### src/design/badp_pkg.sv
// badp_pkg: constants, register map and carrier types of the bus area decode and parity block.
// assumes a 32-bit AXI4-Lite register port and one 125 MHz clock for the whole block.
package badp_pkg;

	// register byte offsets on the AXI4-Lite port
	localparam logic [7:0] BADP_OFS_PARITY_CTL = 8'h00;
	localparam logic [7:0] BADP_OFS_REFRESH_CTL = 8'h04;
	localparam logic [7:0] BADP_OFS_REFRESH_TCS = 8'h08;
	localparam logic [7:0] BADP_OFS_REFRESH_CNT = 8'h0c;
	localparam logic [7:0] BADP_OFS_REFRESH_CONST = 8'h10;
	localparam logic [7:0] BADP_OFS_BUS_CTL = 8'h14;

	// parity control and bus control field positions
	localparam int unsigned BADP_PEF_BIT = 15;
	localparam int unsigned BADP_PARITY_FORCE_HIGH_BIT = 14;
	localparam int unsigned BADP_PEO_BIT = 13;
	localparam int unsigned BADP_PCHK_HI_BIT = 12;
	localparam int unsigned BADP_PCHK_LO_BIT = 11;
	localparam int unsigned BADP_DRAM_SPACE_ENABLE_BIT = 0;

	// parity space selections
	localparam logic [1:0] BADP_PSPACE_NONE = 2'h0;
	localparam logic [1:0] BADP_PSPACE_DRAM = 2'h1;
	localparam logic [1:0] BADP_PSPACE_DRAM_A2 = 2'h2;

	// write keys of the protected refresh group
	localparam logic [7:0] BADP_KEY_REFRESH_CTL = 8'h5a;
	localparam logic [7:0] BADP_KEY_REFRESH_TCS = 8'ha5;
	localparam logic [7:0] BADP_KEY_REFRESH_CNT = 8'h69;
	localparam logic [7:0] BADP_KEY_REFRESH_CONST = 8'h96;

	// reset values
	localparam logic [7:0] BADP_RST_REFRESH_CONST = 8'hff;
	localparam logic [7:0] BADP_RST_ZERO8 = 8'h00;

	// boot mode pin codes for area 0
	localparam logic [2:0] BADP_MD_EXT8 = 3'h0;
	localparam logic [2:0] BADP_MD_EXT16 = 3'h1;
	localparam logic [2:0] BADP_MD_ROM32 = 3'h2;

	// areas with special decode
	localparam logic [2:0] BADP_AREA_ROM = 3'h0;
	localparam logic [2:0] BADP_AREA_DRAM = 3'h1;
	localparam logic [2:0] BADP_AREA_2 = 3'h2;
	localparam logic [2:0] BADP_AREA_MODULE = 3'h5;
	localparam logic [2:0] BADP_AREA_6 = 3'h6;
	localparam logic [2:0] BADP_AREA_RAM = 3'h7;

	// address bit positions
	localparam int unsigned BADP_A_WIDTH_BIT = 27;
	localparam int unsigned BADP_A_AREA_HI = 26;
	localparam int unsigned BADP_A_AREA_LO = 24;
	localparam int unsigned BADP_A_MOD_W_BIT = 8;
	localparam int unsigned BADP_A_A6_W_BIT = 14;

	// external cycle timing: strobe time and its cycle count at 125 MHz
	localparam int unsigned BADP_CLK_MHZ = 125;
	localparam int unsigned BADP_STROBE_NS = 32;
	localparam logic [3:0] BADP_STROBE_CYC = 4'((BADP_STROBE_NS * BADP_CLK_MHZ + 999) / 1000);

	localparam logic [1:0] BADP_RESP_OKAY = 2'h0;
	localparam logic [1:0] BADP_RESP_SLVERR = 2'h2;

	typedef enum logic [1:0] {BADP_SZ_BYTE = 2'h0, BADP_SZ_WORD = 2'h1, BADP_SZ_LONG = 2'h2} badp_size_t;
	typedef enum logic [1:0] {BADP_W8 = 2'h0, BADP_W16 = 2'h1, BADP_W32 = 2'h2} badp_width_t;

	typedef struct packed {
		logic valid;
		logic write;
		badp_size_t size;
		logic [31:0] addr;
		logic [31:0] wdata;
	} badp_cpu_req_t;

	typedef struct packed {
		logic done;
		logic internal;
		logic err;
		logic [31:0] rdata;
	} badp_cpu_rsp_t;

	typedef struct packed {
		logic [27:0] addr;
		logic [7:0] area_select_n;
		logic ras_n;
		logic cas_n;
		logic rd_n;
		logic wr_n;
		logic [15:0] muxed_addr_data_pins_out;
		logic [15:0] muxed_addr_data_pins_oe;
		logic parity_pin_upper_lane_out;
		logic parity_pin_upper_lane_oe;
		logic parity_pin_lower_lane_out;
		logic parity_pin_lower_lane_oe;
	} badp_ext_out_t;

	typedef struct packed {
		logic [15:0] muxed_addr_data_pins_in;
		logic parity_pin_upper_lane_in;
		logic parity_pin_lower_lane_in;
	} badp_ext_in_t;

	typedef struct packed {
		logic [7:0] refresh_control_reg;
		logic [7:0] refresh_timer_ctl_status;
		logic [7:0] refresh_counter;
		logic [7:0] refresh_constant;
		logic dram_space_enable;
	} badp_refresh_t;

endpackage : badp_pkg

### src/design/badp_top.sv
// badp_top: register file, area decode, bus width split and byte-lane parity of the bus controller.
// assumes an AXI4-Lite master on ref_clk, a cpu port on ref_clk and pins from outside the domain.
//
// Chosen here: the register addresses and the AXI4-Lite slave port.
`timescale 1ns/10ps
module badp_top (
	input wire logic ref_clk,
	input wire logic resetn,
	input wire logic [7:0] s_axi_awaddr,
	input wire logic s_axi_awvalid,
	output logic s_axi_awready,
	input wire logic [31:0] s_axi_wdata,
	input wire logic [3:0] s_axi_wstrb,
	input wire logic s_axi_wvalid,
	output logic s_axi_wready,
	output logic [1:0] s_axi_bresp,
	output logic s_axi_bvalid,
	input wire logic s_axi_bready,
	input wire logic [7:0] s_axi_araddr,
	input wire logic s_axi_arvalid,
	output logic s_axi_arready,
	output logic [31:0] s_axi_rdata,
	output logic [1:0] s_axi_rresp,
	output logic s_axi_rvalid,
	input wire logic s_axi_rready,
	input wire badp_pkg::badp_cpu_req_t cpu_req,
	output logic cpu_ready,
	output badp_pkg::badp_cpu_rsp_t cpu_rsp,
	input wire logic [2:0] boot_mode_pins,
	input wire badp_pkg::badp_ext_in_t ext_in,
	output badp_pkg::badp_ext_out_t ext_out,
	output badp_pkg::badp_refresh_t refresh_regs
);

	typedef enum logic [3:0] {
		BADP_ST_IDLE = 4'h1,
		BADP_ST_SETUP = 4'h2,
		BADP_ST_STROBE = 4'h4,
		BADP_ST_NEXT = 4'h8
	} badp_bus_st_t;

	typedef struct packed {
		logic aw_held;
		logic [7:0] aw_addr;
		logic w_held;
		logic [31:0] w_data;
		logic [3:0] w_strb;
		logic bvalid;
		logic [1:0] bresp;
		logic rvalid;
		logic [31:0] rdata;
		logic [1:0] rresp;
		logic parity_error_flag;
		logic parity_force_high;
		logic parity_odd_select;
		logic parity_space_sel_hi;
		logic parity_space_sel_lo;
		logic pef_armed;
		badp_pkg::badp_refresh_t rf;
		logic [15:0] ad_s1;
		logic [15:0] ad_s2;
		logic [1:0] par_s1;
		logic [1:0] par_s2;
		logic [2:0] md_s1;
		logic [2:0] md_s2;
		badp_bus_st_t st;
		logic [27:0] addr;
		logic write;
		badp_pkg::badp_size_t size;
		badp_pkg::badp_width_t width;
		logic [31:0] wsh;
		logic [31:0] racc;
		logic [2:0] beats_left;
		logic [3:0] cnt;
		logic par_en;
		badp_pkg::badp_ext_out_t ext;
		badp_pkg::badp_cpu_rsp_t rsp;
	} badp_state_t;

	badp_state_t s_q;
	badp_state_t s_d;

	// bus width of one access from its area and the overriding conditions
	function automatic badp_pkg::badp_width_t area_width(input logic [27:0] a, input logic [2:0] md);
		logic a27;
		a27 = a[badp_pkg::BADP_A_WIDTH_BIT];
		case (a[badp_pkg::BADP_A_AREA_HI:badp_pkg::BADP_A_AREA_LO])
			badp_pkg::BADP_AREA_ROM: begin
				if (md == badp_pkg::BADP_MD_ROM32) area_width = badp_pkg::BADP_W32;
				else if (md == badp_pkg::BADP_MD_EXT16) area_width = badp_pkg::BADP_W16;
				else area_width = badp_pkg::BADP_W8;
			end
			badp_pkg::BADP_AREA_MODULE: begin
				if (a27 || a[badp_pkg::BADP_A_MOD_W_BIT]) area_width = badp_pkg::BADP_W16;
				else area_width = badp_pkg::BADP_W8;
			end
			badp_pkg::BADP_AREA_6: begin
				if (a27 || a[badp_pkg::BADP_A_A6_W_BIT]) area_width = badp_pkg::BADP_W16;
				else area_width = badp_pkg::BADP_W8;
			end
			badp_pkg::BADP_AREA_RAM: begin
				area_width = a27 ? badp_pkg::BADP_W32 : badp_pkg::BADP_W8;
			end
			default: begin
				area_width = a27 ? badp_pkg::BADP_W16 : badp_pkg::BADP_W8;
			end
		endcase
	endfunction : area_width

	// on-chip spaces never run an external cycle
	function automatic logic is_internal(input logic [27:0] a, input logic [2:0] md);
		logic [2:0] ar;
		ar = a[badp_pkg::BADP_A_AREA_HI:badp_pkg::BADP_A_AREA_LO];
		is_internal = (ar == badp_pkg::BADP_AREA_ROM && md == badp_pkg::BADP_MD_ROM32)
			|| (ar == badp_pkg::BADP_AREA_MODULE && !a[badp_pkg::BADP_A_WIDTH_BIT])
			|| (ar == badp_pkg::BADP_AREA_RAM && a[badp_pkg::BADP_A_WIDTH_BIT]);
	endfunction : is_internal

	// parity bit of one byte lane under the selected polarity
	function automatic logic lane_parity(input logic [7:0] b, input logic odd);
		lane_parity = (^b) ^ odd;
	endfunction : lane_parity

	function automatic logic [2:0] beat_count(input badp_pkg::badp_size_t sz,
		input badp_pkg::badp_width_t w);
		case (sz)
			badp_pkg::BADP_SZ_WORD: beat_count = (w == badp_pkg::BADP_W8) ? 3'h2 : 3'h1;
			badp_pkg::BADP_SZ_LONG: begin
				if (w == badp_pkg::BADP_W8) beat_count = 3'h4;
				else if (w == badp_pkg::BADP_W16) beat_count = 3'h2;
				else beat_count = 3'h1;
			end
			default: beat_count = 3'h1;
		endcase
	endfunction : beat_count

	assign s_axi_awready = !s_q.aw_held;
	assign s_axi_wready = !s_q.w_held;
	assign s_axi_arready = !s_q.rvalid;
	assign s_axi_bvalid = s_q.bvalid;
	assign s_axi_bresp = s_q.bresp;
	assign s_axi_rvalid = s_q.rvalid;
	assign s_axi_rdata = s_q.rdata;
	assign s_axi_rresp = s_q.rresp;
	assign cpu_ready = (s_q.st == BADP_ST_IDLE);
	assign cpu_rsp = s_q.rsp;
	assign ext_out = s_q.ext;
	assign refresh_regs = s_q.rf;

	always_comb begin
		logic [15:0] pcr_rd;
		logic word_wr;
		logic [7:0] key;
		logic [7:0] wlo;
		logic perr;
		logic [1:0] lanes;
		logic [1:0] pspace;
		logic [2:0] area;
		logic [27:0] a;
		logic last;
		badp_pkg::badp_width_t w;
		pcr_rd = 16'h0000;
		word_wr = 1'b0;
		key = 8'h00;
		wlo = 8'h00;
		perr = 1'b0;
		lanes = 2'h0;
		pspace = 2'h0;
		area = 3'h0;
		a = 28'h0000000;
		last = 1'b0;
		w = badp_pkg::BADP_W8;
		s_d = s_q;

		// two-stage synchronisers for everything arriving on pins
		s_d.ad_s1 = ext_in.muxed_addr_data_pins_in;
		s_d.ad_s2 = s_q.ad_s1;
		s_d.par_s1 = {ext_in.parity_pin_upper_lane_in, ext_in.parity_pin_lower_lane_in};
		s_d.par_s2 = s_q.par_s1;
		s_d.md_s1 = boot_mode_pins;
		s_d.md_s2 = s_q.md_s1;
		s_d.rsp.done = 1'b0;

		// bits 10..0 are never stored, so they read zero
		pcr_rd[badp_pkg::BADP_PEF_BIT] = s_q.parity_error_flag;
		pcr_rd[badp_pkg::BADP_PARITY_FORCE_HIGH_BIT] = s_q.parity_force_high;
		pcr_rd[badp_pkg::BADP_PEO_BIT] = s_q.parity_odd_select;
		pcr_rd[badp_pkg::BADP_PCHK_HI_BIT] = s_q.parity_space_sel_hi;
		pcr_rd[badp_pkg::BADP_PCHK_LO_BIT] = s_q.parity_space_sel_lo;
		pspace = {s_q.parity_space_sel_hi, s_q.parity_space_sel_lo};

		// axi write channels, taken in either order
		if (s_axi_awvalid && !s_q.aw_held) begin
			s_d.aw_held = 1'b1;
			s_d.aw_addr = s_axi_awaddr;
		end
		if (s_axi_wvalid && !s_q.w_held) begin
			s_d.w_held = 1'b1;
			s_d.w_data = s_axi_wdata;
			s_d.w_strb = s_axi_wstrb;
		end
		if (s_q.bvalid && s_axi_bready) s_d.bvalid = 1'b0;

		if (s_q.aw_held && s_q.w_held && !s_q.bvalid) begin
			s_d.aw_held = 1'b0;
			s_d.w_held = 1'b0;
			s_d.bvalid = 1'b1;
			s_d.bresp = badp_pkg::BADP_RESP_OKAY;
			word_wr = (s_q.w_strb[1:0] == 2'h3);
			key = s_q.w_data[15:8];
			wlo = s_q.w_data[7:0];
			case ({s_q.aw_addr[7:2], 2'h0})
				badp_pkg::BADP_OFS_PARITY_CTL: begin
					if (s_q.w_strb[1]) begin
						s_d.parity_force_high = s_q.w_data[badp_pkg::BADP_PARITY_FORCE_HIGH_BIT];
						s_d.parity_odd_select = s_q.w_data[badp_pkg::BADP_PEO_BIT];
						s_d.parity_space_sel_hi = s_q.w_data[badp_pkg::BADP_PCHK_HI_BIT];
						s_d.parity_space_sel_lo = s_q.w_data[badp_pkg::BADP_PCHK_LO_BIT];
						// writing one never sets the flag; zero clears it only once armed
						if (!s_q.w_data[badp_pkg::BADP_PEF_BIT] && s_q.pef_armed) begin
							s_d.parity_error_flag = 1'b0;
							s_d.pef_armed = 1'b0;
						end
					end
				end
				badp_pkg::BADP_OFS_REFRESH_CTL: begin
					if (word_wr && key == badp_pkg::BADP_KEY_REFRESH_CTL) begin
						s_d.rf.refresh_control_reg = wlo;
					end
				end
				badp_pkg::BADP_OFS_REFRESH_TCS: begin
					if (word_wr && key == badp_pkg::BADP_KEY_REFRESH_TCS) begin
						s_d.rf.refresh_timer_ctl_status = wlo;
					end
				end
				badp_pkg::BADP_OFS_REFRESH_CNT: begin
					if (word_wr && key == badp_pkg::BADP_KEY_REFRESH_CNT) begin
						s_d.rf.refresh_counter = wlo;
					end
				end
				badp_pkg::BADP_OFS_REFRESH_CONST: begin
					if (word_wr && key == badp_pkg::BADP_KEY_REFRESH_CONST) begin
						s_d.rf.refresh_constant = wlo;
					end
				end
				badp_pkg::BADP_OFS_BUS_CTL: begin
					if (s_q.w_strb[0]) s_d.rf.dram_space_enable = s_q.w_data[badp_pkg::BADP_DRAM_SPACE_ENABLE_BIT];
				end
				default: begin
					s_d.bresp = badp_pkg::BADP_RESP_SLVERR;
				end
			endcase
		end

		// axi read; byte and word reads alike return the full word
		if (s_q.rvalid && s_axi_rready) s_d.rvalid = 1'b0;
		if (s_axi_arvalid && !s_q.rvalid) begin
			s_d.rvalid = 1'b1;
			s_d.rresp = badp_pkg::BADP_RESP_OKAY;
			s_d.rdata = 32'h00000000;
			case ({s_axi_araddr[7:2], 2'h0})
				badp_pkg::BADP_OFS_PARITY_CTL: begin
					s_d.rdata[15:0] = pcr_rd;
					if (s_q.parity_error_flag) s_d.pef_armed = 1'b1;
				end
				badp_pkg::BADP_OFS_REFRESH_CTL: s_d.rdata[7:0] = s_q.rf.refresh_control_reg;
				badp_pkg::BADP_OFS_REFRESH_TCS: s_d.rdata[7:0] = s_q.rf.refresh_timer_ctl_status;
				badp_pkg::BADP_OFS_REFRESH_CNT: s_d.rdata[7:0] = s_q.rf.refresh_counter;
				badp_pkg::BADP_OFS_REFRESH_CONST: s_d.rdata[7:0] = s_q.rf.refresh_constant;
				badp_pkg::BADP_OFS_BUS_CTL: s_d.rdata[badp_pkg::BADP_DRAM_SPACE_ENABLE_BIT] = s_q.rf.dram_space_enable;
				default: s_d.rresp = badp_pkg::BADP_RESP_SLVERR;
			endcase
		end

		// external bus sequencer
		a = s_q.addr;
		area = a[badp_pkg::BADP_A_AREA_HI:badp_pkg::BADP_A_AREA_LO];
		if (s_q.width == badp_pkg::BADP_W8) lanes = 2'h1;
		else if (s_q.size != badp_pkg::BADP_SZ_BYTE) lanes = 2'h3;
		else lanes = a[0] ? 2'h1 : 2'h2;
		case (s_q.st)
			BADP_ST_IDLE: begin
				if (cpu_req.valid) begin
					// upper nibble of the cpu address is dropped here for good
					a = cpu_req.addr[27:0];
					w = area_width(a, s_q.md_s2);
					s_d.addr = a;
					s_d.write = cpu_req.write;
					s_d.size = cpu_req.size;
					s_d.width = w;
					s_d.racc = 32'h00000000;
					s_d.beats_left = beat_count(cpu_req.size, w);
					case (cpu_req.size)
						badp_pkg::BADP_SZ_BYTE: s_d.wsh = {cpu_req.wdata[7:0], 24'h000000};
						badp_pkg::BADP_SZ_WORD: s_d.wsh = {cpu_req.wdata[15:0], 16'h0000};
						default: s_d.wsh = cpu_req.wdata;
					endcase
					area = a[badp_pkg::BADP_A_AREA_HI:badp_pkg::BADP_A_AREA_LO];
					s_d.par_en = (area == badp_pkg::BADP_AREA_DRAM && s_q.rf.dram_space_enable
						&& (pspace == badp_pkg::BADP_PSPACE_DRAM || pspace == badp_pkg::BADP_PSPACE_DRAM_A2))
						|| (area == badp_pkg::BADP_AREA_2 && pspace == badp_pkg::BADP_PSPACE_DRAM_A2);
					if (is_internal(a, s_q.md_s2)) begin
						// on-chip targets are answered here; no pin moves
						s_d.rsp.done = 1'b1;
						s_d.rsp.internal = 1'b1;
						s_d.rsp.rdata = 32'h00000000;
						// longword to 8-bit module registers is inhibited and flagged
						s_d.rsp.err = (area == badp_pkg::BADP_AREA_MODULE && w == badp_pkg::BADP_W8
							&& cpu_req.size == badp_pkg::BADP_SZ_LONG);
					end else begin
						s_d.st = BADP_ST_SETUP;
					end
				end
			end
			BADP_ST_SETUP: begin
				s_d.ext.addr = a;
				if (area == badp_pkg::BADP_AREA_DRAM && s_q.rf.dram_space_enable) begin
					s_d.ext.ras_n = 1'b0;
				end else begin
					s_d.ext.area_select_n = ~(8'h01 << area);
				end
				s_d.cnt = badp_pkg::BADP_STROBE_CYC;
				s_d.st = BADP_ST_STROBE;
				if (s_q.write) begin
					s_d.ext.muxed_addr_data_pins_oe = {{8{lanes[1]}}, {8{lanes[0]}}};
					if (lanes == 2'h3) s_d.ext.muxed_addr_data_pins_out = s_q.wsh[31:16];
					else if (lanes == 2'h2) s_d.ext.muxed_addr_data_pins_out = {s_q.wsh[31:24], 8'h00};
					else s_d.ext.muxed_addr_data_pins_out = {8'h00, s_q.wsh[31:24]};
					if (s_q.par_en) begin
						// forced high overrides the computed lane parity for checker tests
						s_d.ext.parity_pin_upper_lane_oe = lanes[1];
						s_d.ext.parity_pin_lower_lane_oe = lanes[0];
						s_d.ext.parity_pin_upper_lane_out = s_q.parity_force_high
							|| lane_parity(s_d.ext.muxed_addr_data_pins_out[15:8], s_q.parity_odd_select);
						s_d.ext.parity_pin_lower_lane_out = s_q.parity_force_high
							|| lane_parity(s_d.ext.muxed_addr_data_pins_out[7:0], s_q.parity_odd_select);
					end
				end
			end
			BADP_ST_STROBE: begin
				s_d.ext.rd_n = s_q.write;
				s_d.ext.wr_n = !s_q.write;
				if (area == badp_pkg::BADP_AREA_DRAM && s_q.rf.dram_space_enable) s_d.ext.cas_n = 1'b0;
				s_d.cnt = s_q.cnt - 4'h1;
				if (s_q.cnt == 4'h1) begin
					s_d.st = BADP_ST_NEXT;
					if (!s_q.write) begin
						if (lanes == 2'h3) s_d.racc = {s_q.racc[15:0], s_q.ad_s2};
						else if (lanes == 2'h2) s_d.racc = {s_q.racc[23:0], s_q.ad_s2[15:8]};
						else s_d.racc = {s_q.racc[23:0], s_q.ad_s2[7:0]};
						if (s_q.par_en) begin
							perr = (lanes[1] && (s_q.par_s2[1]
								!= lane_parity(s_q.ad_s2[15:8], s_q.parity_odd_select)))
								|| (lanes[0] && (s_q.par_s2[0]
								!= lane_parity(s_q.ad_s2[7:0], s_q.parity_odd_select)));
						end
					end
				end
			end
			BADP_ST_NEXT: begin
				// release the bus for one cycle between split beats
				s_d.ext.area_select_n = 8'hff;
				s_d.ext.ras_n = 1'b1;
				s_d.ext.cas_n = 1'b1;
				s_d.ext.rd_n = 1'b1;
				s_d.ext.wr_n = 1'b1;
				s_d.ext.muxed_addr_data_pins_oe = 16'h0000;
				s_d.ext.parity_pin_upper_lane_oe = 1'b0;
				s_d.ext.parity_pin_lower_lane_oe = 1'b0;
				last = (s_q.beats_left == 3'h1);
				s_d.beats_left = s_q.beats_left - 3'h1;
				if (last) begin
					s_d.st = BADP_ST_IDLE;
					s_d.rsp.done = 1'b1;
					s_d.rsp.internal = 1'b0;
					s_d.rsp.err = 1'b0;
					s_d.rsp.rdata = s_q.racc;
				end else begin
					s_d.st = BADP_ST_SETUP;
					if (s_q.width == badp_pkg::BADP_W8) begin
						s_d.addr = s_q.addr + 28'h0000001;
						s_d.wsh = {s_q.wsh[23:0], 8'h00};
					end else begin
						s_d.addr = s_q.addr + 28'h0000002;
						s_d.wsh = {s_q.wsh[15:0], 16'h0000};
					end
				end
			end
			default: begin
				s_d.st = BADP_ST_IDLE;
			end
		endcase

		// hardware set wins over a software clear in the same cycle
		if (perr) s_d.parity_error_flag = 1'b1;
	end

	always_ff @(posedge ref_clk) begin
		if (!resetn) begin
			// power-on reset is the only reset this block sees
			s_q <= '0;
			s_q.rf.refresh_constant <= badp_pkg::BADP_RST_REFRESH_CONST;
			s_q.rf.refresh_counter <= badp_pkg::BADP_RST_ZERO8;
			s_q.st <= BADP_ST_IDLE;
			s_q.ext.area_select_n <= 8'hff;
			s_q.ext.ras_n <= 1'b1;
			s_q.ext.cas_n <= 1'b1;
			s_q.ext.rd_n <= 1'b1;
			s_q.ext.wr_n <= 1'b1;
		end else begin
			s_q <= s_d;
		end
	end

endmodule : badp_top

### config.mk
export PLATFORM = sky130hd
export DESIGN_NAME = badp_top
export DESIGN_NICKNAME = d
export VERILOG_FILES = /design/src/design/badp_pkg.sv /design/src/design/badp_top.sv
export SDC_FILE = /design/constraint.sdc
export NUM_CORES = 1
export LEC_CHECK = 0
export ABC_AREA = 1
export BUFFER_PORTS_ARGS = -buffer_cell sky130_fd_sc_hd__buf_2
export CAP_MARGIN = 15
export CORE_AREA = 2 2 167 169
export DETAILED_ROUTE_END_ITERATION = 8
export DIE_AREA = 0 0 169 171
export HOLD_SLACK_MARGIN = 0.05
export PLACE_DENSITY = 0.95
export SLEW_MARGIN = 30
export SYNTH_ARGS = -nofsm -noshare
export SYNTH_HDL_FRONTEND = slang
export SYNTH_SLANG_ARGS = --single-unit
### constraint.sdc
create_clock -name ref_clk -period 3.7 [get_ports ref_clk]
set_input_delay 0.74 -clock ref_clk [delete_from_list [all_inputs] [get_ports ref_clk]]
set_output_delay 0.74 -clock ref_clk [all_outputs]
set_load 0.02 [all_outputs]
# Word-level counts from Yosys, hierarchy flattened
# Index checks and enable logic that the tools add are counted.
dict set report op_classes {
  n_addsub 4
  mul 0
  div 0
  order_cmp 0
  n_eq_ne 50
  n_shift 1
  mux 84
  n_bitwise 6
  reduce_logical 84
}
# op count
set ops {}
lappend ops {{$pmux W32 S2} 3}
lappend ops {{$mux W32} 5}
lappend ops {{$mux W35} 4}
lappend ops {{$mux W104} 1}
lappend ops {{$mux W8} 11}
lappend ops {{$pmux W35 S2} 1}
lappend ops {{$mux W16} 4}
lappend ops {{$mux W28} 2}
lappend ops {{$pmux W28 S2} 1}
lappend ops {{$mux W39} 1}
lappend ops {{$pmux W16 S2} 1}
lappend ops {{$reduce_xor A8 Y1} 4}
lappend ops {{$reduce_and A3 Y1} 10}
lappend ops {{$add A28 B1 Y28 const B} 1}
lappend ops {{$add A28 B2 Y28 const B} 1}
lappend ops {{$pmux W7 S4} 1}
lappend ops {{$eq A6 B2 Y1 const B} 4}
lappend ops {{$eq A6 B3 Y1 const B} 4}
lappend ops {{$mux W2} 12}
lappend ops {{$reduce_bool A2 Y1} 12}
lappend ops {{$logic_and A1 B1 Y1} 23}
lappend ops {{$ne A2 B2 Y1 const B} 11}
lappend ops {{$mux W20} 1}
lappend ops {{$mux W1} 19}
lappend ops {{other kinds (39)} 92}
dict set report totals {
  register_bits 351
  latch_bits 0
  mem_bits_rw 0
  mem_bits_ro 0
  input_bits 148
  out_inout_bits 186
  wordCells 282
  memories 0
}

# Logic depth before layout (Yosys ltp)
# Gate-level depths: netlist of the first run.
dict set report logic_depth {
  word_depth 14
  depth_mapped 15
}

# Worst setup path before layout of the first run
# Ideal clock, no wire load.
dict set report synth_timing {
  path_kind {input to register}
  startpoint {input port cpu_req[64] (netlist bit)}
  endpoint {register s_q[179] (netlist bit)}
  setup_ns 0.058
  arrival_ns 1.963
  required_time_ns 3.642
  slack_ns 1.678
  stages 8
  n_path_buf 1
  path_cell_list {inv_1 > ha_1 > nor2_1 > clkbuf_1 > a21oi_1 > o221ai_1 > o211ai_1 > inv_1}
}
dict set report synth_via {
  elab_chain_len 4
  elab_cells_between_ends 5
  classes_between {eq/ne (1); mux (3); reduce/logical (1)}
}
# element line_no
set synth_lines {}
lappend synth_lines {{from (decl)} badp_top.sv:26} ;# input wire badp_pkg::badp_cpu_req_t cpu_req,
lappend synth_lines {{$eq A2 B1 Y1 or $logic_not A2 Y1 (tied branches)} badp_top.sv:293} ;# case (cpu_req.size)
lappend synth_lines {{$pmux W32 S2 (*)} badp_top.sv:293}
lappend synth_lines {{$mux W104 (*)} badp_top.sv:283} ;# if (cpu_req.valid) begin
lappend synth_lines {{$pmux W32 S2 (*)} badp_top.sv:281} ;# case (s_q.st)
lappend synth_lines {{to (decl)} badp_top.sv:80} ;# badp_state_t s_q;
# Every way passes the cells marked *; elsewhere a longest branch is shown, timed or not. The select of a mux whose other input is x is not followed.
# A chain may end at the register's enable or synchronous reset.

# Worst setup path in the final report of the first run
dict set report layout_timing {
  startpoint {register s_q[218] (netlist bit)}
  endpoint {register s_q[188] (netlist bit)}
}
dict set report layout_via {
  elab_chain_len 3
  elab_cells_between_ends 7
  classes_between {eq/ne (4); mux (1); reduce/logical (2)}
}
# element
set layout_lines {}
lappend layout_lines {{$eq A4 B4 Y1 or $eq A4 B1 Y1 (tied branches)}}
lappend layout_lines {{$ne A2 B2 Y1 (no source line) or $reduce_bool A2 Y1 (tied branches)}}
lappend layout_lines {{$reduce_and A3 Y1 (no source line)}}
# Several ways; a longest one is shown, not always the timed one.

==> results.sh, run 1 <==
export IMPL_status="finished, final reports clean"
export IMPL_grt_max_degree=104
export IMPL_dr_pass1_iters=5
export IMPL_crit_path_end_kind="flop"
export IMPL_synth_edf_count=0
export IMPL_num_io_pins=334
export IMPL_post_cts_resize_count=0
export IMPL_p_leak_nw=7.99
export IMPL_port_buffers=286
export IMPL_clk_pin_slew_ns=0.06
export IMPL_whs_ns=0.406
export IMPL_dp_hpwl_um=29100
export IMPL_start_kind="flop"
export IMPL_cts_htree_levels=2
export IMPL_worst_path_max_fanout=40
export IMPL_skew_ns=0.0118
export IMPL_rsz0062_at_grt="no"
export IMPL_power_density_mw_per_mm2=495
export IMPL_utilization_pct=64.5
export IMPL_ys_warn_count=0
export IMPL_tightest_slew_ns=0.970
export IMPL_yosysTopAreaCellShare_pct=41.0
export IMPL_root_buffer="clkbuf_16"
export IMPL_synth_distinct_cells=54
export IMPL_postCtsHoldBufs=0
export IMPL_cts_tree="yes"
export IMPL_synth_avg_cell_area_um2=7.22
export IMPL_drv_cap=0
export IMPL_hold_viol_final=0
export IMPL_critical_path_class="reg2reg"
export IMPL_synth_main_ff_cell="dfxtp_1"
export IMPL_syn_inst=2230
export IMPL_wirelength_um=41900
export IMPL_rows=61
export IMPL_final_antenna_net_count=0
export IMPL_clock_latency_ns=0.51
export IMPL_worstPathArrival_ns=3.18
export IMPL_synthToLayoutAreaGrowth_pct=9.38
export IMPL_holdCritPathClass="reg2reg"
export IMPL_cts_setup_buffers=0
export IMPL_drc=0
export IMPL_drtIter0Drc=1210
export IMPL_fp_dieH_um=171
export IMPL_ys_seq_area_share_pct=41.0
export IMPL_vias=14900
export IMPL_antenna_found_initial=4
export IMPL_peakVddDrop_v=0.000362
export IMPL_core_area_mm2=0.0273
export IMPL_die_x_um=169
export IMPL_grt_pass1_wl_um=66700
export IMPL_yosysTopAreaCell="dfxtp_1"
export IMPL_finalCritPeriodShare_pct=74.3
export IMPL_nets=2465
export IMPL_place_gp_congestion=0.912
export IMPL_drt_wirelength_per_cell_um=15.6
export IMPL_grt_pass1_vias=13800
export IMPL_synth_common_cells="nand2_1, dfxtp_1, a21oi_1"
export IMPL_clock_sinks=330
export IMPL_grt_use_total_pct=27.9
export IMPL_final_setup_viol_count=0
export IMPL_maxSlewViolCount=0
export IMPL_critPathRequiredTime_ns=4.13
export IMPL_relSlewSlack_pct=35.4
export IMPL_start_util_pct=59.0
export IMPL_fin_tns_setup_ns=0
export IMPL_grt_overflow=0
export IMPL_synth_most_common_cell="nand2_1"
export IMPL_finalCriticalPeriod_ns=2.75
export IMPL_drive_gt1_share_pct=17.7
export IMPL_max_clock_freq_ghz=0.364
export IMPL_async_reset_ff_share_pct=0
export IMPL_synth_top_cells_by_area="dfxtp_1, nand2_1, buf_4"
export IMPL_vias_per_cell=5.55
export IMPL_cts_buffer_depth=3
export IMPL_die_area_mm2=0.0289
export IMPL_ys_seq_elements=330
export IMPL_syn_area_mm2=0.0161
export IMPL_numCtsBuffers=36
==> through the flow <==
step | total power [mW] | worst slack, ns | instances | cell area (um2)
4_1_cts | 8.75 | 0.999 | 2674 | 17600
5_1_grt | 9.03 | 0.725 | 2676 | 17600
3_3_place_gp | 4.90 | 0.985 | 2615 | 16300
2_1_floorplan | 4.70 | 1.68 | 2250 | 16200
3_5_place_dp | 4.94 | 0.873 | 2615 | 16300
6_report | 8.72 | 0.950 | 2678 | 17600
==> sequential cells by signal, indices dropped and copies added, names as in the netlist <==
| register | count |
|---|---|
| s_axi_rdata | 13 |
| s_axi_bresp | 1 |
| refresh_regs | 33 |
| ext_out | 62 |
| s_axi_rresp | 1 |
| s_axi_bvalid | 1 |
| s_q | 162 |
| cpu_rsp | 35 |
| s_d | 21 |
| s_axi_rvalid | 1 |
==> per-layer routing <==
metal	vias to the layer above	global-route usage [%]	part of all wire, %
li1	7268	-	-
met1	6913	34.6	42
met2	608	48.6	48
met3	78	5.76	7.9
met4	0	8.96	2.5
met5	-	0	0
==> cell type report <==
type	instances	area [um2]
Inverter	235	883
Clock buffer	46	1020
Sequential cell	330	6610
Timing Repair Buffer	303	1560
Tap cell	346	433
Fill cell	2315	9700
Clock inverter	13	245
Antenna cell	4	10.0
Multi-Input combinational cell	1401	6860
==> critical path: stages (launching register included) <==
cell	delay [ns]
dfxtp_1	0.32
inv_1	0.11
nand4_1	0.14
inv_2	0.43
nand2_2	0.24
nand2_2	0.56
inv_2	0.32
nor2_1	0.22
o21ai_0	0.11
a31oi_1	0.20
==> path summary, 6_finish.rpt <==
| kind | from | slack, ns | endpoint | cells after the start |
|---|---|---|---|---|
| setup / recovery | s_q[218] | 0.95 | s_q[188] | 9 |
| hold / removal | s_d[239] | 0.41 | s_q[239] | 2 |
| setup reg to reg | s_q[218] | 0.95 | s_q[188] | 9 |
| hold reg to reg | s_d[239] | 0.41 | s_q[239] | 2 |
==> cell families (layout without fill, tap and decap cells) <==
kind of cell | Yosys count | after routing | synth area share, %
simple gates | 812 | 812 | 21.7
compound gates | 544 | 544 | 18.8
buf+inv | 519 | 597 | 16.9
flops | 330 | 330 | 41.0
xor+xnor | 14 | 14 | 0.761
fa+ha+maj | 10 | 10 | 0.777
other cells | 1 | 25 | 0.0233
==> layout by cell type, fill, tap and decap left out, types with 5 or more instances in the layout <==
cell       instances
xnor2_1            8
xor2_1             6
conb_1            21
bufinv_16          7
nor2_1           133
a22oi_1            6
nor2_2             5
nand3b_1           6
o21ai_0          204
a21oi_1          223
clkbuf_8           6
nand2_2            6
nor2_4             5
a221oi_1           5
a31oi_1           23
buf_2            285
buf_4             18
ha_1              10
clkbuf_16         37
a32oi_1            6
dfxtp_1          330
a211oi_1          10
clkinv_2           5
nor3_1            16
inv_2             17
nand2_1          488
nand4_1           27
o211ai_1          34
nand3_1          105
inv_1            213
==> power by group <==
group / leakage [nW] / total (mW) / switching [mW] / internal [mW]
combinational: 4.68 / 1.04 / 0.731 / 0.313
clock: 0.618 / 3.83 / 1.41 / 2.42
sequential: 2.69 / 3.85 / 0.136 / 3.71
total: 7.99 / 8.72 / 2.28 / 6.45
(Power assumes the default switching activity.)
==> inputs of run 2 (changes only) <==
--- a/config.mk
+++ b/config.mk
@@ -8,11 +8,11 @@
 export ABC_AREA = 1
 export BUFFER_PORTS_ARGS = -buffer_cell sky130_fd_sc_hd__buf_2
 export CAP_MARGIN = 15
-export CORE_AREA = 2 2 167 169
+export CORE_AREA = 2 2 183 185
 export DETAILED_ROUTE_END_ITERATION = 8
-export DIE_AREA = 0 0 169 171
+export DIE_AREA = 0 0 185 187
 export HOLD_SLACK_MARGIN = 0.05
-export PLACE_DENSITY = 0.95
+export PLACE_DENSITY = 0.86
 export SLEW_MARGIN = 30
 export SYNTH_ARGS = -nofsm -noshare
 export SYNTH_HDL_FRONTEND = slang
==> constraint.sdc (replaced) <==
create_clock -name ref_clk -period 2.5 [get_ports ref_clk]
set_input_delay 0.5 -clock ref_clk [delete_from_list [all_inputs] [get_ports ref_clk]]
set_output_delay 0.5 -clock ref_clk [all_outputs]
set_load 0.02 [all_outputs]
==> results.sh, run 2 (synthesis gave the netlist of run 1 again) <==
export IMPL_status="finished, final reports clean"
export IMPL_port_buffers=286
export IMPL_postCtsHoldBufs=0
export IMPL_dp_slack_ns=0.391
export IMPL_relSlewSlack_pct=50.1
export IMPL_root_buffer="clkbuf_16"
export IMPL_vias_per_cell=5.34
export IMPL_largest_reg_flops=162
export IMPL_worstPathArrival_ns=1.57
export IMPL_drc=0
export IMPL_critical_path_class="reg2out"
export IMPL_finalCritPeriodShare_pct=82.8
export IMPL_whs_ns=0.169
export IMPL_tightest_slew_ns=0.748
export IMPL_nets=2483
export IMPL_critPathRequiredTime_ns=2.00
export IMPL_core_area_mm2=0.0329
export IMPL_clock_sinks=330
export IMPL_crit_path_end_kind="output port"
export IMPL_grt_max_degree=99
export IMPL_largest_register="s_q"
export IMPL_power_total_mw=12.7
export IMPL_cts_htree_levels=2
export IMPL_cpPeakStageDelay_ns=0.35
export IMPL_dp_cells=2735
export IMPL_skew_ns=0.0165
export IMPL_cpMaxStageDelayCell="dfxtp_1"
export IMPL_holdCritPathClass="in2reg"
export IMPL_stdcell_count=2800
export IMPL_stdcell_area_mm2=0.0179
export IMPL_worst_r2r_cell_count=11
export IMPL_die_x_um=185
export IMPL_numCtsBuffers=36
export IMPL_cts_tree="yes"
export IMPL_drive_gt1_share_pct=18.3
export IMPL_final_antenna_net_count=0
export IMPL_setup_slack_ns=0.431
export IMPL_place_gp_congestion=0.917
export IMPL_final_common_cell="nand2_1"
export IMPL_fin_tns_setup_ns=0
export IMPL_r2r_setup_slack_ns=0.45
export IMPL_fp_dieH_um=187
export IMPL_worst_path_max_fanout=5
export IMPL_grtUsageMet2_pct=40.8
export IMPL_power_density_mw_per_mm2=711
export IMPL_final_cell_mix="nand2_1, dfxtp_1, buf_2"
export IMPL_drtIter0Drc=1284
export IMPL_die_area_mm2=0.0346
export IMPL_gr_max_usage_layer="met2"
export IMPL_rr_endpoint="s_q[178]"
export IMPL_placed_cell_area_mm2=0.0167
export IMPL_min_delay_path_depth=3
export IMPL_num_io_pins=334
export IMPL_post_cts_resize_count=0
export IMPL_holdPathEnd="s_d[244]"
export IMPL_antenna_found_initial=5
export IMPL_start_util_pct=49.0
export IMPL_hold_viol_final=0
export IMPL_final_setup_viol_count=0
export IMPL_gr_usage_met1_pct=31.1
export IMPL_grt_use_total_pct=24.4
export IMPL_drv_cap=0
export IMPL_peakVddDrop_v=0.000561
export IMPL_grt_overflow=0
export IMPL_rsz0062_at_grt="no"
export IMPL_grt_pass1_wl_um=69700
export IMPL_clk_pin_slew_ns=0.06
export IMPL_crit_chain="nor2_1 -> inv_2 -> nor3_4 -> buf_2"
export IMPL_grtUsageMet3_pct=5.24
export IMPL_dp_hpwl_um=31000
export IMPL_wirelength_um=43200
export IMPL_crit_family="simple AND/OR/NAND/NOR gates"
export IMPL_finalCriticalPeriod_ns=2.07
export IMPL_vias=15000
export IMPL_dr_pass1_iters=6
export IMPL_p_leak_nw=8.08
export IMPL_cts_buffer_depth=3
export IMPL_worstReg2RegStart="s_q[217]"
export IMPL_max_clock_freq_ghz=0.483
export IMPL_cts_setup_buffers=0
export IMPL_crit_buf_inv=2
export IMPL_rows=67
export IMPL_drt_wirelength_per_cell_um=15.4
export IMPL_grt_pass1_vias=14300
export IMPL_utilization_pct=54.4
export IMPL_clock_latency_ns=0.52
export IMPL_synthToLayoutAreaGrowth_pct=11.1
export IMPL_start_kind="flop"
export IMPL_maxSlewViolCount=0
export IMPL_holdCritStartpoint="ext_in[16]"
[run 2: cell types whose count changed in the layout (fill, tap and decap cells not counted)]
| cell | before | now |
|---|---|---|
| clkinv_2 | 5 | 8 |
| clkinvlp_4 | 2 | 1 |
| buf_4 | 18 | 30 |
| clkinv_4 | 0 | 1 |
| clkbuf_1 | 3 | 5 |
| bufinv_16 | 7 | 4 |
| buf_12 | 0 | 6 |
[run 2: worst max-delay path by stage]
stage	startpoint	end	slack [ns]	cells after the start
finish	s_q[219]	cpu_ready	0.43	4
CTS	s_q[219]	cpu_ready	0.41	4
global route	s_q[217]	s_q[178]	0.24	11
global placement	cpu_req[65]	s_q[181]	0.48	11
detailed placement	cpu_req[57]	cpu_rsp[12]	0.39	10
floorplan	cpu_req[64]	s_q[179]	0.72	8
[run 2: worst min-delay path, cell delays in order]
cell and delay (ns):
buf_2 0.07, nand2_1 0.04, inv_1 0.04
[run 2: routing by layer]
| metal | routed length [um] | part of all wire, % |
|---|---|---|
| met4 | 1150 | 2.7 |
| met1 | 18200 | 42 |
| met3 | 3380 | 7.8 |
| met2 | 20500 | 47 |
| met5 | 13 | 0.030 |
[run 2: area by class of cell]
cell class / count / area, um2
fill: 3059 / 15000
multi-input combinational: 1401 / 6860
sequential: 330 / 6610
timing repair buffer: 321 / 1770
clock buffer: 48 / 1030
inverter: 235 / 883
tap: 448 / 561
clock inverter: 13 / 171
antenna: 4 / 10.0
[run 2: power breakdown]
group / internal (mW) / total, mW / switching, mW / leakage [nW]
combinational: 0.505 / 1.61 / 1.10 / 4.80
clock: 3.29 / 5.42 / 2.13 / 0.593
sequential: 5.49 / 5.69 / 0.200 / 2.69
==> inputs of run 3 (changes only) <==
--- a/config.mk
+++ b/config.mk
@@ -8,11 +8,11 @@
 export ABC_AREA = 1
 export BUFFER_PORTS_ARGS = -buffer_cell sky130_fd_sc_hd__buf_2
 export CAP_MARGIN = 15
-export CORE_AREA = 2 2 183 185
+export CORE_AREA = 2 2 175 177
 export DETAILED_ROUTE_END_ITERATION = 8
-export DIE_AREA = 0 0 185 187
+export DIE_AREA = 0 0 177 179
 export HOLD_SLACK_MARGIN = 0.05
-export PLACE_DENSITY = 0.86
+export PLACE_DENSITY = 0.89
 export SLEW_MARGIN = 30
 export SYNTH_ARGS = -nofsm -noshare
 export SYNTH_HDL_FRONTEND = slang
==> constraint.sdc (replaced) <==
create_clock -name ref_clk -period 2 [get_ports ref_clk]
set_input_delay 0.4 -clock ref_clk [delete_from_list [all_inputs] [get_ports ref_clk]]
set_output_delay 0.4 -clock ref_clk [all_outputs]
set_load 0.02 [all_outputs]
==> results.sh, run 3 (synthesis gave the netlist of run 1 again) <==
export IMPL_drv_cap=0
export IMPL_skew_ns=0.00977
export IMPL_place_gp_congestion=0.906
export IMPL_r2r_setup_slack_ns=0.06
export IMPL_cts_tree="yes"
export IMPL_dr_pass1_iters=5
export IMPL_final_setup_viol_count=0
export IMPL_finalCritPeriodShare_pct=97.0
export IMPL_worstPathArrival_ns=2.36
export IMPL_final_antenna_net_count=0
export IMPL_setup_slack_ns=0.0606
export IMPL_peakVddDrop_v=0.000534
export IMPL_drtIter0Drc=1159
export IMPL_antenna_found_initial=1
export IMPL_num_io_pins=334
export IMPL_p_leak_nw=8.21
export IMPL_finalCriticalPeriod_ns=1.94
export IMPL_gr_usage_met1_pct=32.2
export IMPL_grt_use_total_pct=26.1
export IMPL_gr_max_usage_layer="met2"
export IMPL_relSlewSlack_pct=57.2
export IMPL_maxSlewViolCount=0
export IMPL_grt_pass1_wl_um=67900
export IMPL_tightest_slew_ns=0.637
export IMPL_vias=15000
export IMPL_holdCritPathClass="in2reg"
export IMPL_final_cell_mix="nand2_1, dfxtp_1, buf_2"
export IMPL_grtUsageMet3_pct=5.15
export IMPL_setup_worst_path_end="s_q[188]"
export IMPL_worstReg2RegStart="s_q[218]"
export IMPL_worst_r2r_cell_count=9
export IMPL_max_clock_freq_ghz=0.516
export IMPL_postCtsHoldBufs=0
export IMPL_whs_ns=0.0793
export IMPL_drc=0
export IMPL_clock_latency_ns=0.50
export IMPL_startpoint="s_q[218]"
export IMPL_clock_sinks=330
export IMPL_rr_endpoint="s_q[188]"
export IMPL_port_buffers=286
export IMPL_critical_path_class="reg2reg"
export IMPL_largest_reg_flops=162
export IMPL_hold_viol_final=0
export IMPL_power_density_mw_per_mm2=856
export IMPL_die_area_mm2=0.0317
export IMPL_fp_dieH_um=179
export IMPL_start_kind="flop"
export IMPL_die_x_um=177
export IMPL_placed_cell_area_mm2=0.0169
export IMPL_cts_htree_levels=2
export IMPL_stdcell_area_mm2=0.0181
export IMPL_grtUsageMet2_pct=44.8
export IMPL_root_buffer="clkbuf_16"
export IMPL_dp_slack_ns=0.0379
export IMPL_core_area_mm2=0.0300
export IMPL_rsz0062_at_grt="yes"
export IMPL_start_util_pct=53.6
export IMPL_drive_gt1_share_pct=19.8
export IMPL_nets=2513
export IMPL_vias_per_cell=5.42
export IMPL_dp_hpwl_um=30900
export IMPL_crit_path_end_kind="flop"
export IMPL_dp_cells=2710
export IMPL_wirelength_um=42700
export IMPL_grt_pass1_vias=14000
export IMPL_clk_pin_slew_ns=0.06
export IMPL_drt_wirelength_per_cell_um=15.4
export IMPL_rows=64
export IMPL_worst_path_max_fanout=17
export IMPL_cts_buffer_depth=3
export IMPL_grt_max_degree=80
export IMPL_grt_overflow=0
export IMPL_synthToLayoutAreaGrowth_pct=12.4
export IMPL_critPathRequiredTime_ns=2.42
export IMPL_status="finished, final reports clean"
export IMPL_numCtsBuffers=35
export IMPL_fill_cells=2707
export IMPL_stdcell_count=2772
export IMPL_largest_register="s_q"
export IMPL_final_common_cell="nand2_1"
-- run 3: timing repair --
action,CTS,global route
endpoints found under the setup margin,1,23
buffers inserted,0,4
resized for setup,1,24
pin swaps,0,4
-- run 3: stage by stage --
stage          power (mW)  TNS (ns)  utilization, %
2_1_floorplan        8.70         0               -
3_3_place_gp         9.24         0            56.3
3_5_place_dp         9.31         0            56.3
4_1_cts              15.6         0            59.9
5_1_grt              16.1    -0.182            60.3
6_report             15.5         0            60.3
-- run 3: per-layer routing --
layer  routed length, um  vias to the layer above  share of wire [%]
li1                    -                     7373                  -
met1               17800                     6978                 42
met2               20300                      572                 48
met3                3170                      104                7.4
met4                1420                        0                3.3
met5                   0                        -                  0
-- run 3: worst max-delay path, stage by stage (launching register included) --
cell and delay (ns):
dfxtp_2 0.34, inv_1 0.12, nand4_1 0.19, inv_2 0.21, nand2_2 0.17, nand2_4 0.18
inv_2 0.18, nor2_1 0.19, o21ai_0 0.10, a31oi_1 0.17
-- run 3: worst min path at each step --
stage               cells after the start  startpoint  endpoint  slack (ns)
global placement                        2    s_d[227]  s_q[227]        0.40
floorplan                               2    s_d[220]  s_q[220]        0.39
global route                            3  ext_in[17]  s_d[245]        0.07
CTS                                     3   ext_in[6]  s_d[234]        0.05
detailed placement                      2    s_d[226]  s_q[226]        0.40
finish                                  3  ext_in[14]  s_d[242]        0.08
-- run 3: cell type report --
type                            instances  area (um2)  share of cell area [%]
Tap cell                              396         495                    2.74
Multi-Input combinational cell       1401        6900                    38.1
Antenna cell                            2        5.00                  0.0276
Inverter                              235         891                    4.92
Clock buffer                           48        1030                    5.67
Timing Repair Buffer                  352        2110                    11.6
Clock inverter                          8        70.1                   0.387
Sequential cell                       330        6610                    36.5
-- run 3: report_power, final --
group	switching, mW	leakage (nW)	internal, mW
clock	2.56	0.539	3.70
sequential	0.258	2.69	6.87
combinational	1.40	4.98	0.724
total	4.21	8.21	11.3
